File: config.mk
export PLATFORM = sky130hd
export DESIGN_NAME = bcl_boot_loader
export DESIGN_NICKNAME = d
export VERILOG_FILES = /design/src/bcl_pkg.sv /design/src/bcl_spi_ctrl.sv /design/src/bcl_boot_loader.sv
export VERILOG_INCLUDE_DIRS = /design/src /design/src/src
export SDC_FILE = /design/constraint.sdc
export NUM_CORES = 1
export LEC_CHECK = 0
export CORE_UTILIZATION = 35
export CTS_BUF_LIST = sky130_fd_sc_hd__clkbuf_4 sky130_fd_sc_hd__clkbuf_8 sky130_fd_sc_hd__clkbuf_16
export CTS_CLUSTER_DIAMETER = 40
export CTS_CLUSTER_SIZE = 14
export DETAILED_ROUTE_END_ITERATION = 16
export DONT_BUFFER_PORTS = 1
export PLACE_DENSITY = 0.48
export SLEW_MARGIN = 20
export SYNTH_ARGS = -nofsm -noshare
export SYNTH_HDL_FRONTEND = slang
export SYNTH_SLANG_ARGS = --single-unit
File: constraint.sdc
create_clock -name CLK_SYS -period 2.3 [get_ports CLK_SYS]
set_input_delay 0.345 -clock CLK_SYS [delete_from_list [all_inputs] [get_ports CLK_SYS]]
set_output_delay 0.345 -clock CLK_SYS [all_outputs]
set_load 0.05 [all_outputs]
File: src/bcl_defs.svh
// constants for the boot strap configuration loader
// assumes a 10 MHz system clock and straps given as ADC ratio codes in hundredths
`ifndef BCL_DEFS_SVH
`define BCL_DEFS_SVH
`define BCL_SYS_CLK_HZ   10000000
`define BCL_SPI_CLK_HZ   12000000
`define BCL_SPI_HALF_CYC (((`BCL_SYS_CLK_HZ / (2 * `BCL_SPI_CLK_HZ)) > 0) ? \
                          (`BCL_SYS_CLK_HZ / (2 * `BCL_SPI_CLK_HZ)) : 1)
`define BCL_SPI_BITS     56
`define BCL_RX_BITS      24
`define BCL_RX_LAT       3
`define BCL_CMD_READ     8'h03
`define BCL_IMG_ADDR     24'h000000
`define BCL_IMG_MARKER   8'ha5
`define BCL_SETTLE_CYC   8
`define BCL_RETRY_CYC    16
`define BCL_CNT_W        5
`define BCL_ADDR_HI      4'h4
`define BCL_CFGB_INT     0
`define BCL_CFGB_EXT     1
`define BCL_CFGB_PORTS   2
`define BCL_RX_MARKER    23:16
`define BCL_RX_PATCH     15:8
`define BCL_RX_CONFIG    7:0
`define BCL_R010         7'h0a
`define BCL_R020         7'h14
`define BCL_R030         7'h1e
`define BCL_R040         7'h28
`define BCL_R050         7'h32
`define BCL_R060         7'h3c
`define BCL_R070         7'h46
`define BCL_R080         7'h50
`define BCL_R090         7'h5a
`endif

File: src/bcl_pkg.sv
// types for the boot strap configuration loader
// assumes nothing beyond the defs header
package bcl_pkg;
  typedef enum logic [5:0] {
    BCL_NO_RESPONSE_MODE          = 6'h01,
    BCL_WAIT_3V3_INTERNAL_MODE    = 6'h02,
    BCL_CONTROLLER_WAIT_INT_MODE  = 6'h04,
    BCL_WAIT_3V3_EXTERNAL_MODE    = 6'h08,
    BCL_CONTROLLER_WAIT_EXT_MODE  = 6'h10,
    BCL_NO_WAIT_MODE              = 6'h20
  } bcl_mode_e;
  typedef enum logic [7:0] {
    BCL_CFG_SAFE = 8'h01, BCL_CFG_INF_WAIT = 8'h02, BCL_CFG_SET1 = 8'h04,
    BCL_CFG_SET2 = 8'h08, BCL_CFG_SET3 = 8'h10, BCL_CFG_SET4 = 8'h20,
    BCL_CFG_SET5 = 8'h40, BCL_CFG_RSVD = 8'h80
  } bcl_cfg_e;
  typedef enum logic [6:0] {
    BCL_ST_SETTLE = 7'h01, BCL_ST_DECODE = 7'h02, BCL_ST_GATE = 7'h04,
    BCL_ST_LOAD = 7'h08, BCL_ST_XFER = 7'h10, BCL_ST_RETRY = 7'h20,
    BCL_ST_DONE = 7'h40
  } bcl_state_e;
  typedef enum logic [2:0] {
    BCL_SPI_IDLE = 3'h1, BCL_SPI_SHIFT = 3'h2, BCL_SPI_DRAIN = 3'h4
  } bcl_spi_e;
endpackage : bcl_pkg

File: src/bcl_spi_ctrl.sv
// spi mode 0 controller: one fixed read frame per go pulse
// assumes miso_sync is already two-flop synchronised by the caller
`include "bcl_defs.svh"
module bcl_spi_ctrl
  import bcl_pkg::*;
(
  // clock and reset
  input  wire logic                      clk,
  input  wire logic                      rst_n,
  // request
  input  wire logic                      go,
  input  wire logic [`BCL_SPI_BITS-1:0]  tx_frame,
  input  wire logic                      miso_sync,
  // flash pins
  output logic                           sck,
  output logic                           cs_n,
  output logic                           mosi,
  // answer
  output logic                           done,
  output logic [`BCL_RX_BITS-1:0]        rx_data
);
  bcl_spi_e                     st_ff;
  logic [`BCL_SPI_BITS-1:0]     sh_ff;
  logic [5:0]                   bit_ff;
  logic [3:0]                   div_ff;
  logic [`BCL_RX_LAT-1:0]       rise_ff;
  logic                         sck_ff, cs_n_ff, mosi_ff, done_ff;
  logic [`BCL_RX_BITS-1:0]      rx_ff;
  logic                         half_end, rise;

  assign half_end = (div_ff == 4'(`BCL_SPI_HALF_CYC - 1));
  assign rise     = (st_ff == BCL_SPI_SHIFT) && half_end && !sck_ff;

  always_ff @(posedge clk or negedge rst_n) begin
    if (!rst_n) begin
      st_ff   <= BCL_SPI_IDLE;
      cs_n_ff <= 1'b1;
      sck_ff  <= 1'b0;
      mosi_ff <= 1'b0;
      sh_ff   <= '0;
      bit_ff  <= 6'h00;
      div_ff  <= 4'h0;
      done_ff <= 1'b0;
    end else begin
      done_ff <= 1'b0;
      case (st_ff)
        BCL_SPI_IDLE: if (go) begin
          cs_n_ff <= 1'b0;
          mosi_ff <= tx_frame[`BCL_SPI_BITS-1];
          sh_ff   <= {tx_frame[`BCL_SPI_BITS-2:0], 1'b0};
          bit_ff  <= 6'h00;
          div_ff  <= 4'h0;
          st_ff   <= BCL_SPI_SHIFT;
        end
        BCL_SPI_SHIFT: if (half_end) begin
          div_ff <= 4'h0;
          if (!sck_ff) begin
            sck_ff <= 1'b1;
          end else begin
            sck_ff <= 1'b0;
            if (bit_ff == 6'(`BCL_SPI_BITS - 1)) begin
              st_ff <= BCL_SPI_DRAIN;
            end else begin
              bit_ff  <= bit_ff + 6'h01;
              mosi_ff <= sh_ff[`BCL_SPI_BITS-1];
              sh_ff   <= {sh_ff[`BCL_SPI_BITS-2:0], 1'b0};
            end
          end
        end else begin
          div_ff <= div_ff + 4'h1;
        end
        BCL_SPI_DRAIN: if (rise_ff == '0) begin
          cs_n_ff <= 1'b1;
          done_ff <= 1'b1;
          st_ff   <= BCL_SPI_IDLE;
        end
        default: st_ff <= BCL_SPI_IDLE;
      endcase
    end
  end

  // capture a bit once the synchroniser has caught up with the rising edge
  always_ff @(posedge clk or negedge rst_n) begin
    if (!rst_n) begin
      rise_ff <= '0;
      rx_ff   <= '0;
    end else begin
      rise_ff <= {rise_ff[`BCL_RX_LAT-2:0], rise};
      if (rise_ff[`BCL_RX_LAT-1]) begin
        rx_ff <= {rx_ff[`BCL_RX_BITS-2:0], miso_sync};
      end
    end
  end

  assign sck     = sck_ff;
  assign cs_n    = cs_n_ff;
  assign mosi    = mosi_ff;
  assign done    = done_ff;
  assign rx_data = rx_ff;

  a_cs_first_bit: assert property (@(posedge clk) disable iff (!rst_n)
    $fell(cs_n_ff) |-> (mosi_ff == tx_frame[`BCL_SPI_BITS-1]) && !sck_ff)
    else $error("first bit not present with chip select");
  a_sck_idle_low: assert property (@(posedge clk) disable iff (!rst_n)
    cs_n_ff |-> !sck_ff) else $error("serial clock not low while idle");
  a_mode0_edges: assert property (@(posedge clk) disable iff (!rst_n)
    sck_ff |-> $stable(mosi_ff)) else $error("data changed while clock high");
  a_sck_rate: assert property (@(posedge clk) disable iff (!rst_n)
    $rose(sck_ff) |=> $fell(sck_ff)) else $error("serial clock high too long");
  a_cs_frame: assert property (@(posedge clk) disable iff (!rst_n)
    (st_ff == BCL_SPI_SHIFT) |-> !cs_n_ff) else $error("chip select high mid frame");
  c_frame_done: cover property (@(posedge clk) disable iff (!rst_n) done_ff);
endmodule : bcl_spi_ctrl

File: src/bcl_boot_loader.sv
// boot strap configuration loader: straps, address select, flash image fetch
// assumes strap pins are static during boot and ADC codes are ratios in hundredths
//
// Overview of operation
// decode address divider into three select bits
// select bits go to address bits 3:1
// boot fetches patch and config from flash
// flash serial clock derived from 12 MHz target; the code runs it at 5 MHz, half the 10 MHz system clock
// spi mode 0, chip select low per frame
// first data bit with chip select assertion
// shift on falling edge, sample on rising
// serial clock idles low
// flash holds 64 kB, 4 KB sectors
// power-on boot routine loads patch and config
// straps pick one table entry
// strap high ratio table selection
// strap low ratio table selection
// dead-battery mode only when bus powered
// no-response: no switch, wait for 3.3 V
// internal modes enable internal switch
// external modes enable external switch
// wait modes hold until 3.3 V present
// controller-wait retries loading forever
// no-wait loads while only bus powered
// no-wait closes switch from loaded config
// address is 0100, select bits, rw
// config from flash or i2c path
// no config found uses strap default
// safe disables ports, infinite wait stays
// straps sampled once, held until reset
`include "bcl_defs.svh"
module bcl_boot_loader
  import bcl_pkg::*;
(
  // clock and reset
  input  wire logic        CLK_SYS,
  input  wire logic        RESET_N,
  // supplies
  input  wire logic        VBUS_PRESENT,
  input  wire logic        EXTERNAL_3V3_SUPPLY_OK,
  // strap adc codes
  input  wire logic [6:0]  BOOT_STRAP_ADC_PIN,
  input  wire logic [6:0]  ADDR_SELECT_ADC_PIN,
  // flash link
  input  wire logic        FLASH_DATA_IN_STRAP,
  output logic             FLASH_SCK,
  output logic             FLASH_CS_N,
  output logic             FLASH_DATA_OUT,
  // configuration over i2c host path
  input  wire logic        I2C_CFG_VALID,
  input  wire logic [7:0]  I2C_CFG_DATA,
  // results
  output logic [7:0]       I2C_ADDR,
  output logic [5:0]       DB_MODE,
  output logic [7:0]       DEF_CFG,
  output logic             INT_SW_EN,
  output logic             EXT_SW_EN,
  output logic             PORTS_EN,
  output logic             LEGACY_SINK,
  output logic             BOOT_DONE,
  output logic             CFG_LOADED,
  output logic [7:0]       CFG_DATA,
  output logic [7:0]       PATCH_DATA
);
  localparam int RETRY_MAX = `BCL_RETRY_CYC + 2;

  function automatic logic [3:0] bcl_band(input logic [6:0] c);
    logic [3:0] b;
    b = 4'h0;
    if (c >= `BCL_R010) b = 4'h1;
    if (c >= `BCL_R020) b = 4'h2;
    if (c >= `BCL_R030) b = 4'h3;
    if (c >= `BCL_R040) b = 4'h4;
    if (c >= `BCL_R050) b = 4'h5;
    if (c >= `BCL_R060) b = 4'h6;
    if (c >= `BCL_R070) b = 4'h7;
    if (c >= `BCL_R080) b = 4'h8;
    if (c >= `BCL_R090) b = 4'h9;
    return b;
  endfunction : bcl_band

  function automatic logic [2:0] bcl_addr_dec(input logic [6:0] c);
    logic [2:0] a;
    a = 3'h0;
    if (c >= `BCL_R020) a = 3'h1;
    if (c >= `BCL_R040) a = 3'h2;
    if (c >= `BCL_R060) a = 3'h3;
    return a;
  endfunction : bcl_addr_dec

  logic [6:0]  boot_m1, boot_m2, addr_m1, addr_m2;
  logic [2:0]  pin_m1, pin_m2;
  logic        vbus_s, v3_s, miso_s, bus_only;
  bcl_state_e  st_ff;
  logic [`BCL_CNT_W-1:0] cnt_ff;
  bcl_mode_e   mode_ff, nxt_mode;
  bcl_cfg_e    def_ff, nxt_def;
  logic [7:0]  addr_ff, cfg_ff, patch_ff;
  logic        loaded_ff, go_ff, int_ff, ext_ff, ports_ff, legacy_ff, done_ff;
  logic        spi_done, marker_ok, def_ports, int_mode, ext_mode, wait_mode;
  logic [`BCL_RX_BITS-1:0] rx;

  // two-flop synchronisers for every pin except the i2c configuration inputs
  always_ff @(posedge CLK_SYS or negedge RESET_N) begin
    if (!RESET_N) begin
      pin_m1  <= 3'h0;
      pin_m2  <= 3'h0;
      boot_m1 <= 7'h00;
      boot_m2 <= 7'h00;
      addr_m1 <= 7'h00;
      addr_m2 <= 7'h00;
    end else begin
      pin_m1  <= {VBUS_PRESENT, EXTERNAL_3V3_SUPPLY_OK, FLASH_DATA_IN_STRAP};
      pin_m2  <= pin_m1;
      boot_m1 <= BOOT_STRAP_ADC_PIN;
      boot_m2 <= boot_m1;
      addr_m1 <= ADDR_SELECT_ADC_PIN;
      addr_m2 <= addr_m1;
    end
  end

  assign vbus_s    = pin_m2[2];
  assign v3_s      = pin_m2[1];
  assign miso_s    = pin_m2[0];
  assign bus_only  = vbus_s && !v3_s;
  assign marker_ok = (rx[`BCL_RX_MARKER] == `BCL_IMG_MARKER);
  assign int_mode  = (mode_ff == BCL_WAIT_3V3_INTERNAL_MODE) ||
                     (mode_ff == BCL_CONTROLLER_WAIT_INT_MODE);
  assign ext_mode  = (mode_ff == BCL_WAIT_3V3_EXTERNAL_MODE) ||
                     (mode_ff == BCL_CONTROLLER_WAIT_EXT_MODE);
  assign wait_mode = (mode_ff == BCL_NO_RESPONSE_MODE) ||
                     (mode_ff == BCL_WAIT_3V3_INTERNAL_MODE) ||
                     (mode_ff == BCL_WAIT_3V3_EXTERNAL_MODE);
  assign def_ports = (def_ff != BCL_CFG_SAFE) && (def_ff != BCL_CFG_RSVD) &&
                     (def_ff != BCL_CFG_INF_WAIT);

  // strap table lookup
  always_comb begin
    nxt_mode = BCL_NO_RESPONSE_MODE;
    nxt_def  = BCL_CFG_SAFE;
    if (miso_s) begin
      case (bcl_band(boot_m2))
        4'h0, 4'h1: nxt_mode = BCL_NO_RESPONSE_MODE;
        4'h2: nxt_mode = BCL_WAIT_3V3_INTERNAL_MODE;
        4'h3: begin
          nxt_mode = BCL_CONTROLLER_WAIT_INT_MODE;
          nxt_def  = BCL_CFG_INF_WAIT;
        end
        4'h4: nxt_mode = BCL_WAIT_3V3_EXTERNAL_MODE;
        4'h5: begin
          nxt_mode = BCL_CONTROLLER_WAIT_EXT_MODE;
          nxt_def  = BCL_CFG_INF_WAIT;
        end
        default: nxt_mode = BCL_NO_WAIT_MODE;
      endcase
    end else begin
      case (bcl_band(boot_m2))
        4'h1: nxt_def = BCL_CFG_SET1;
        4'h2: nxt_def = BCL_CFG_SET2;
        4'h3: begin
          nxt_mode = BCL_CONTROLLER_WAIT_INT_MODE;
          nxt_def  = BCL_CFG_INF_WAIT;
        end
        4'h4: begin
          nxt_mode = BCL_NO_WAIT_MODE;
          nxt_def  = BCL_CFG_SET3;
        end
        4'h5: begin
          nxt_mode = BCL_CONTROLLER_WAIT_EXT_MODE;
          nxt_def  = BCL_CFG_INF_WAIT;
        end
        4'h6: nxt_def = BCL_CFG_SET4;
        4'h7: begin
          nxt_mode = BCL_NO_WAIT_MODE;
          nxt_def  = BCL_CFG_RSVD;
        end
        4'h8: nxt_def = BCL_CFG_RSVD;
        4'h9: begin
          nxt_mode = BCL_NO_WAIT_MODE;
          nxt_def  = BCL_CFG_SET5;
        end
        default: nxt_def = BCL_CFG_SAFE;
      endcase
    end
  end

  // boot sequence
  always_ff @(posedge CLK_SYS or negedge RESET_N) begin
    if (!RESET_N) begin
      st_ff  <= BCL_ST_SETTLE;
      cnt_ff <= '0;
      go_ff  <= 1'b0;
    end else begin
      go_ff <= 1'b0;
      case (st_ff)
        BCL_ST_SETTLE: begin
          cnt_ff <= cnt_ff + 1'b1;
          if (cnt_ff == `BCL_CNT_W'(`BCL_SETTLE_CYC - 1)) st_ff <= BCL_ST_DECODE;
        end
        BCL_ST_DECODE: st_ff <= BCL_ST_GATE;
        BCL_ST_GATE: if (!(bus_only && wait_mode)) begin
          st_ff <= BCL_ST_LOAD;
        end
        BCL_ST_LOAD: if (I2C_CFG_VALID) begin
          st_ff <= BCL_ST_DONE;
        end else begin
          go_ff <= 1'b1;
          st_ff <= BCL_ST_XFER;
        end
        BCL_ST_XFER: if (spi_done) begin
          cnt_ff <= '0;
          if (marker_ok) st_ff <= BCL_ST_DONE;
          else if (def_ff == BCL_CFG_INF_WAIT) st_ff <= BCL_ST_RETRY;
          else st_ff <= BCL_ST_DONE;
        end
        BCL_ST_RETRY: begin
          cnt_ff <= cnt_ff + 1'b1;
          if (cnt_ff == `BCL_CNT_W'(`BCL_RETRY_CYC - 1)) st_ff <= BCL_ST_LOAD;
        end
        BCL_ST_DONE: st_ff <= BCL_ST_DONE;
        default: st_ff <= BCL_ST_SETTLE;
      endcase
    end
  end

  // straps caught once after release of reset
  always_ff @(posedge CLK_SYS or negedge RESET_N) begin
    if (!RESET_N) begin
      mode_ff <= BCL_NO_RESPONSE_MODE;
      def_ff  <= BCL_CFG_SAFE;
      addr_ff <= 8'h00;
    end else if (st_ff == BCL_ST_DECODE) begin
      mode_ff <= nxt_mode;
      def_ff  <= nxt_def;
      addr_ff <= {`BCL_ADDR_HI, bcl_addr_dec(addr_m2), 1'b0};
    end
  end

  // loaded image
  always_ff @(posedge CLK_SYS or negedge RESET_N) begin
    if (!RESET_N) begin
      loaded_ff <= 1'b0;
      cfg_ff    <= 8'h00;
      patch_ff  <= 8'h00;
    end else if (st_ff == BCL_ST_LOAD && I2C_CFG_VALID) begin
      loaded_ff <= 1'b1;
      cfg_ff    <= I2C_CFG_DATA;
    end else if (st_ff == BCL_ST_XFER && spi_done && marker_ok) begin
      loaded_ff <= 1'b1;
      patch_ff  <= rx[`BCL_RX_PATCH];
      cfg_ff    <= rx[`BCL_RX_CONFIG];
    end
  end

  // power switches and port state
  always_ff @(posedge CLK_SYS or negedge RESET_N) begin
    if (!RESET_N) begin
      int_ff    <= 1'b0;
      ext_ff    <= 1'b0;
      ports_ff  <= 1'b0;
      legacy_ff <= 1'b0;
      done_ff   <= 1'b0;
    end else if (st_ff == BCL_ST_DONE) begin
      done_ff <= 1'b1;
      if (loaded_ff) begin
        int_ff    <= cfg_ff[`BCL_CFGB_INT];
        ext_ff    <= cfg_ff[`BCL_CFGB_EXT];
        ports_ff  <= cfg_ff[`BCL_CFGB_PORTS];
        legacy_ff <= 1'b0;
      end else begin
        ports_ff  <= def_ports;
        legacy_ff <= !def_ports && bus_only;
      end
    end else if (st_ff != BCL_ST_SETTLE && st_ff != BCL_ST_DECODE && bus_only) begin
      if (int_mode) int_ff <= 1'b1;
      if (ext_mode) ext_ff <= 1'b1;
    end
  end

  bcl_spi_ctrl u_spi (
    .clk       (CLK_SYS),
    .rst_n     (RESET_N),
    .go        (go_ff),
    .tx_frame  ({`BCL_CMD_READ, `BCL_IMG_ADDR, {`BCL_RX_BITS{1'b0}}}),
    .miso_sync (miso_s),
    .sck       (FLASH_SCK),
    .cs_n      (FLASH_CS_N),
    .mosi      (FLASH_DATA_OUT),
    .done      (spi_done),
    .rx_data   (rx)
  );

  assign I2C_ADDR    = addr_ff;
  assign DB_MODE     = mode_ff;
  assign DEF_CFG     = def_ff;
  assign INT_SW_EN   = int_ff;
  assign EXT_SW_EN   = ext_ff;
  assign PORTS_EN    = ports_ff;
  assign LEGACY_SINK = legacy_ff;
  assign BOOT_DONE   = done_ff;
  assign CFG_LOADED  = loaded_ff;
  assign CFG_DATA    = cfg_ff;
  assign PATCH_DATA  = patch_ff;

  a_addr_decode: assert property (@(posedge CLK_SYS) disable iff (!RESET_N)
    ($past(st_ff) == BCL_ST_DECODE) |-> (addr_ff[3:1] == bcl_addr_dec($past(addr_m2))))
    else $error("address select decode wrong");
  a_addr_layout: assert property (@(posedge CLK_SYS) disable iff (!RESET_N)
    (st_ff != BCL_ST_SETTLE && st_ff != BCL_ST_DECODE) |->
      (addr_ff[7:4] == `BCL_ADDR_HI) && !addr_ff[0]) else $error("address layout wrong");
  a_straps_stable: assert property (@(posedge CLK_SYS) disable iff (!RESET_N)
    (st_ff != BCL_ST_SETTLE && st_ff != BCL_ST_DECODE && $past(st_ff) != BCL_ST_DECODE)
      |-> $stable(mode_ff) && $stable(def_ff)) else $error("strap result changed");
  a_no_resp_sw: assert property (@(posedge CLK_SYS) disable iff (!RESET_N)
    (mode_ff == BCL_NO_RESPONSE_MODE && !loaded_ff) |-> !int_ff && !ext_ff)
    else $error("switch enabled in no-response mode");
  a_hold_3v3: assert property (@(posedge CLK_SYS) disable iff (!RESET_N)
    (st_ff == BCL_ST_GATE && bus_only && wait_mode) |=> (st_ff == BCL_ST_GATE) && !go_ff)
    else $error("start-up continued without 3.3 V");
  a_int_switch: assert property (@(posedge CLK_SYS) disable iff (!RESET_N)
    (st_ff == BCL_ST_GATE && bus_only && int_mode) |=> int_ff && !ext_ff)
    else $error("internal switch not enabled");
  a_ext_switch: assert property (@(posedge CLK_SYS) disable iff (!RESET_N)
    (st_ff == BCL_ST_GATE && bus_only && ext_mode) |=> ext_ff && !int_ff)
    else $error("external switch not enabled");
  a_retry_forever: assert property (@(posedge CLK_SYS) disable iff (!RESET_N)
    (st_ff == BCL_ST_XFER && spi_done && !marker_ok && def_ff == BCL_CFG_INF_WAIT)
      |=> (st_ff == BCL_ST_RETRY) ##[1:RETRY_MAX] (st_ff == BCL_ST_LOAD))
    else $error("load not retried");
  a_default_cfg: assert property (@(posedge CLK_SYS) disable iff (!RESET_N)
    (st_ff == BCL_ST_XFER && spi_done && !marker_ok && def_ff != BCL_CFG_INF_WAIT)
      |=> ##1 done_ff && !loaded_ff && (ports_ff == def_ports))
    else $error("strap default not adopted");
  a_loaded_switch: assert property (@(posedge CLK_SYS) disable iff (!RESET_N)
    (st_ff == BCL_ST_DONE && loaded_ff) |=>
      (int_ff == cfg_ff[`BCL_CFGB_INT]) && (ext_ff == cfg_ff[`BCL_CFGB_EXT]))
    else $error("loaded switch selection not applied");
  c_flash_loaded: cover property (@(posedge CLK_SYS) disable iff (!RESET_N)
    (st_ff == BCL_ST_DONE) && loaded_ff);
  c_retry: cover property (@(posedge CLK_SYS) disable iff (!RESET_N)
    st_ff == BCL_ST_RETRY);
  c_gate_hold: cover property (@(posedge CLK_SYS) disable iff (!RESET_N)
    (st_ff == BCL_ST_GATE) && bus_only && wait_mode);
  c_default: cover property (@(posedge CLK_SYS) disable iff (!RESET_N)
    done_ff && !loaded_ff);
endmodule : bcl_boot_loader

Word-level counts from Yosys, hierarchy flattened
Index checks and enable logic that the tools add are counted.

Output and inout port bits: 47. Bits in latches: 0. Memory bits (read-only): 0. Memory bits (writable): 0. Flip-flop bits (word level): 187. Logic and storage cells: 216. Memories: 0. Input bits: 28.

Shifts and indexed selects: 0. Div/mod/pow operators: 0. Multiplexer cells: 75. Multiply operators: 0. Equal/unequal tests: 50. $add $sub $neg: 3. Bitwise logic cells: 1. Reductions and logical operators: 45. $lt $le $gt $ge: 12.

Operators by type and width (number): $mux W56 (4); $pmux W56 S2 (1); $pmux W8 S7 (1); $mux W7 (7); $pmux W7 S7 (1); $mux W4 (12); $ge A7 B6 Y1 const B (5); $mux W6 (5); $pmux W6 S5 (1); $eq A4 B3 Y1 const B (6); $mux W1 (24); $mux W8 (3); $ge A7 B5 Y1 const B (3); $ge A7 B7 Y1 const B (3); $mux W3 (7); $pmux W6 S3 (1); $eq A4 B2 Y1 const B (4); $ne A2 B2 Y1 const B (7); $reduce_bool A2 Y1 (7); $logic_and A1 B1 Y1 (12); $pmux W6 S2 (1); $pmux W5 S2 (1); $reduce_and A5 Y1 (2); $reduce_or A2 Y1 (5); other kinds (46) (63).

Longest topological paths before layout
Depth in word-level cells: 15. Depth in mapped cells: 8. Mapped depth without buffers: 7.

Cells and area by module
Synthesis repeated with hierarchy kept, for this count alone.

Cell total of the unflattened synthesis: 661. Area total of the unflattened synthesis: 8338.0 um^2.

By module, submodules not included: bcl_spi_ctrl (cells an instance 323, times used 1, area an instance 4760.8 um^2, seq. area each 2479.9 um^2); bcl_boot_loader (cells an instance 338, times used 1, area an instance 3577.2 um^2, seq. area each 2005.7 um^2).

Worst setup path before layout
OpenSTA, ideal clock, no wires.

Path type: flip-flop to flip-flop. From: register st_ff[1]. To: register patch_ff[0], in the netlist PATCH_DATA[0]. Buffers on the path: 2. Setup time: 0.125 ns. Stages on the path, launching flop included: 7. Clock period less this slack: 2.137 ns. Data required time: 2.175 ns. Arrival: 2.012 ns. Slack: 0.163 ns. Path through: dfrtp_1 -> buf_6 -> or4b_4 -> or2_4 -> nor3_4 -> buf_8 -> mux2_2.

Word-level cells in the longest chain between the ends: 4. Elaborated cells between the ends (all ways): 7. Those cells by class: eq/ne: 2; bitwise: 1; reduce/logical: 4.

Ends and longest elaborated chain: start: declaration (RTL line bcl_boot_loader.sv:94) `bcl_state_e st_ff;`; start signal: assignment (RTL line bcl_boot_loader.sv:190) `st_ff <= BCL_ST_SETTLE;`; start signal: assignment (RTL line bcl_boot_loader.sv:198) `` if (cnt_ff == `BCL_CNT_W'(`BCL_SETTLE_CYC - 1)) st_ff <= BCL_ST_DECODE; ``; start signal: assignment (RTL line bcl_boot_loader.sv:200) `BCL_ST_DECODE: st_ff <= BCL_ST_GATE;`; $eq A7 B5 Y1 or $eq A7 B4 Y1 (tied branches) (RTL line bcl_boot_loader.sv:248, bcl_boot_loader.sv:245); $logic_and A1 B1 Y1, on equally long branches (RTL line bcl_boot_loader.sv:248, bcl_boot_loader.sv:245); $logic_and A1 B1 Y1 or $not A1 Y1 (tied branches); $reduce_and A2 Y1 (no source line) (*); end signal: assignment (RTL line bcl_boot_loader.sv:250) `` patch_ff <= rx[`BCL_RX_PATCH]; ``; end: declaration (RTL line bcl_boot_loader.sv:98) `logic [7:0] addr_ff, cfg_ff, patch_ff;`.

Every way passes the cells marked *; elsewhere a longest branch is shown, timed or not. A chain may end at the register's enable or synchronous reset.

Final worst setup path
From: register st_ff[2]. To: register patch_ff[6], in the netlist PATCH_DATA[6].

Same word-level chain as after synthesis.

==> impl_metrics.ini <==
[floorplan]
rows = 45
initial_core_util = 0.3629
die_h_um = 128.2
io_pins = 75
core_area_mm2 = 0.01537
die_w_um = 128.2
die_area_mm2 = 0.01645

[place]
hpwl_um = 7926
gp_congestion = 0.8246
io_buffers = 0
dpl-instance-area_mm2 = 0.005919

[setup_path]
reg2regPathDepth = 5
end_kind = flip-flop
r2r-start = st_ff[2]
cp_max_fo = 17
r2r_end = PATCH_DATA[6]
cp.required_ns = 2.59
r2r_slack_ns = 0.24
cp.arrival_ns = 2.35
critPathKind = flip-flop to flip-flop
start_kind = flip-flop

[global_route]
grt_most_used_layer = met2
grt_util_met1 = 0.2028
antenna_found_initial = 0
grtUsageTotal = 0.1542
grt_max_degree = 132
grt_pass1_wl_um = 19430
grt_pass1_vias = 3844
grt_use_met2 = 0.2375
use_met3 = 0.04967
overflow = 0

[sta]
worst_pin_slew_ns = 0.6353
rsz0062_at_grt = false
final.min_clock_period_ns = 2.065
final_max_slew_viol_count = 0
fmax_ghz = 0.4843
final.period_utilization = 0.8978
hold_viol = 131
fin_skew_ns = 0.009759
relSlewSlack = 0.5764
whs_ns = -0.3754
fin_tns_setup_ns = 0
finalSetupViolCount = 0

[synth]
synth.most_common_cell = dfrtp_1
synth_edf_count = 0
synth.largest_area_cell = dfrtp_1
ys_warn_count = 0
synth_cells = 482
ys_seq_area_frac = 0.5888
synth_area_leaders = dfrtp_1 57%, mux2_2 6.9%, nor2_1 2.8%, o21ai_0 2.6%, dfstp_2 2.4%
syn_area_mm2 = 0.005578
synth_cell_types = 63
yosys_register_bits = 131
ys.flop_type = dfrtp_1
postSynth.asyncResetShare = 1.000
synth_top_area_share = 0.5653
ys_top_cells_by_count = 126 x dfrtp_1, 41 x nor2_1, 34 x mux2_2
syn_avg_cell_area_um2 = 11.57

[status]
status = finished with violations
violations = hold timing

[cts]
postCtsHoldBufs = 14
postCtsSetupBuffers = 0
cts.sinks = 131
cts_buffers = 17
cts_buffer_depth = 2
clk_pin_slew_ns = 0.06
htree_levels = 4
clock-root-buffer = clkbuf_16
cts_tree = built
insertion_delay_ns = 0.41
cts_resized = 0

[drt]
routedWlPerCell_um = 15.59
routed_wl_um = 11580
routed-via-count = 3749
drt_iter0_drc = 220
drt-vias-per-instance = 5.046
antenna_left = 0
firstDrtPassIters = 4
drc = 0

[final_layout]
n_antenna_cell = 0
layout-drive-gt1-share = 0.2199
finalNetCount = 552
design_area_mm2 = 0.006633
area_growth_syn_to_layout_pct = 18.91
fillers = 1446
final_util = 0.4315

[job]
max_cap_viol_count = 0

[power_and_ir_drop]
power_density_mw_per_mm2 = 1035
p_total_uw = 6864
power.leakage_uw = 0.003095
ir_drop_mv = 0.5413

[hold_path]
min_path_type = input port to asynchronous set/reset pin
==> metrics by stage <==
stage          instances  setup slack [ns]
5_1_grt              743            0.1066
4_1_cts              743            0.2392
3_5_place_dp         697            0.2524
3_3_place_gp         697            0.2629
6_report             743            0.2351
2_1_floorplan        486            0.1629
==> worst max-delay path, stage by stage (launching register included) <==
cell and delay (ns):
dfrtp_1 0.42, or3_2 0.54, or2_4 0.30, nor3_4 0.16, buf_12 0.18, mux2_2 0.34
==> routing by layer <==
| layer | wire [um] | vias to the layer above |
|---|---|---|
| met2 | 5312 | 90 |
| met5 | 0 | - |
| met3 | 662 | 12 |
| met1 | 5469 | 1837 |
| li1 | - | 1810 |
| met4 | 136 | 0 |
==> placed cells by master (no fill, tap or decap), types with 4 or more instances in the layout <==
cell	instances
xor2_1	7
a31oi_1	7
buf_4	24
or2_2	5
nor2_1	41
dlygate4sd3_1	14
a21oi_1	20
a22o_1	9
dfstp_2	5
conb_1	5
o31ai_1	4
nand3_1	10
ha_1	5
nand2_1	28
mux2_2	34
nand2b_1	8
nor4_1	4
clkbuf_16	17
clkinvlp_4	5
inv_1	16
clkinv_2	5
nand4_1	8
a22o_2	8
o21ai_0	29
dfrtp_1	126
a21o_1	12
nor3_1	12
==> cells by family after synthesis <==
| family | count (synthesis) | synth area share |
|---|---|---|
| simple gates | 144 | 0.1368 |
| mux | 36 | 0.07223 |
| fa+ha+maj | 6 | 0.01301 |
| other cells | 1 | 0.0006723 |
| flops | 131 | 0.5888 |
| xor+xnor | 10 | 0.01570 |
| buf+inv | 41 | 0.03544 |
| compound gates | 113 | 0.1373 |
==> state kept, by name, summed over array words and instances, names as in the netlist, 3 cells and up <==
name / cells
u_spi.st_ff: 3
pin_m1: 3
cnt_ff: 5
boot_m1: 6
u_spi.rx_data: 24
I2C_ADDR: 3
PATCH_DATA: 8
boot_m2: 6
CFG_DATA: 8
addr_m1: 5
u_spi.div_ff: 4
DB_MODE: 6
u_spi.rise_ff: 3
addr_m2: 5
DEF_CFG: 8
st_ff: 7
u_spi.bit_ff: 6
pin_m2: 3
u_spi.sh_ff: 7
==> layout make-up <==
| type | instances | area [um2] | share of cell area |
|---|---|---|---|
| clock buffers | 18 | 432.9 | 0.06527 |
| clock inverters | 14 | 140.1 | 0.02113 |
| inverters | 16 | 60.06 | 0.009055 |
| multi-input cells | 314 | 2111 | 0.3182 |
| flip-flops and latches | 131 | 3284 | 0.4952 |
| well taps | 211 | 264.0 | 0.03980 |
| repair buffers | 39 | 340.3 | 0.05131 |
==> worst max path at each step <==
stage                  start            end  slack [ns]  cells past startpoint
CTS                 st_ff[2]  PATCH_DATA[6]        0.24                      5
floorplan           st_ff[1]  PATCH_DATA[0]        0.16                      6
detailed placement  st_ff[3]  PATCH_DATA[6]        0.25                      5
finish              st_ff[2]  PATCH_DATA[6]        0.24                      5
global route        st_ff[5]       st_ff[5]        0.11                      7
global placement    st_ff[2]  PATCH_DATA[7]        0.26                      5
==> report_power, final <==
group | switching (uW) | internal (uW) | leakage (uW)
logic | 745 | 455 | 0.00111
registers | 509 | 2560 | 0.00171
clock network | 994 | 1600 | 0.000271
total | 2250 | 4620 | 0.00310
Note: power is estimated with default switching activity, not from simulation.
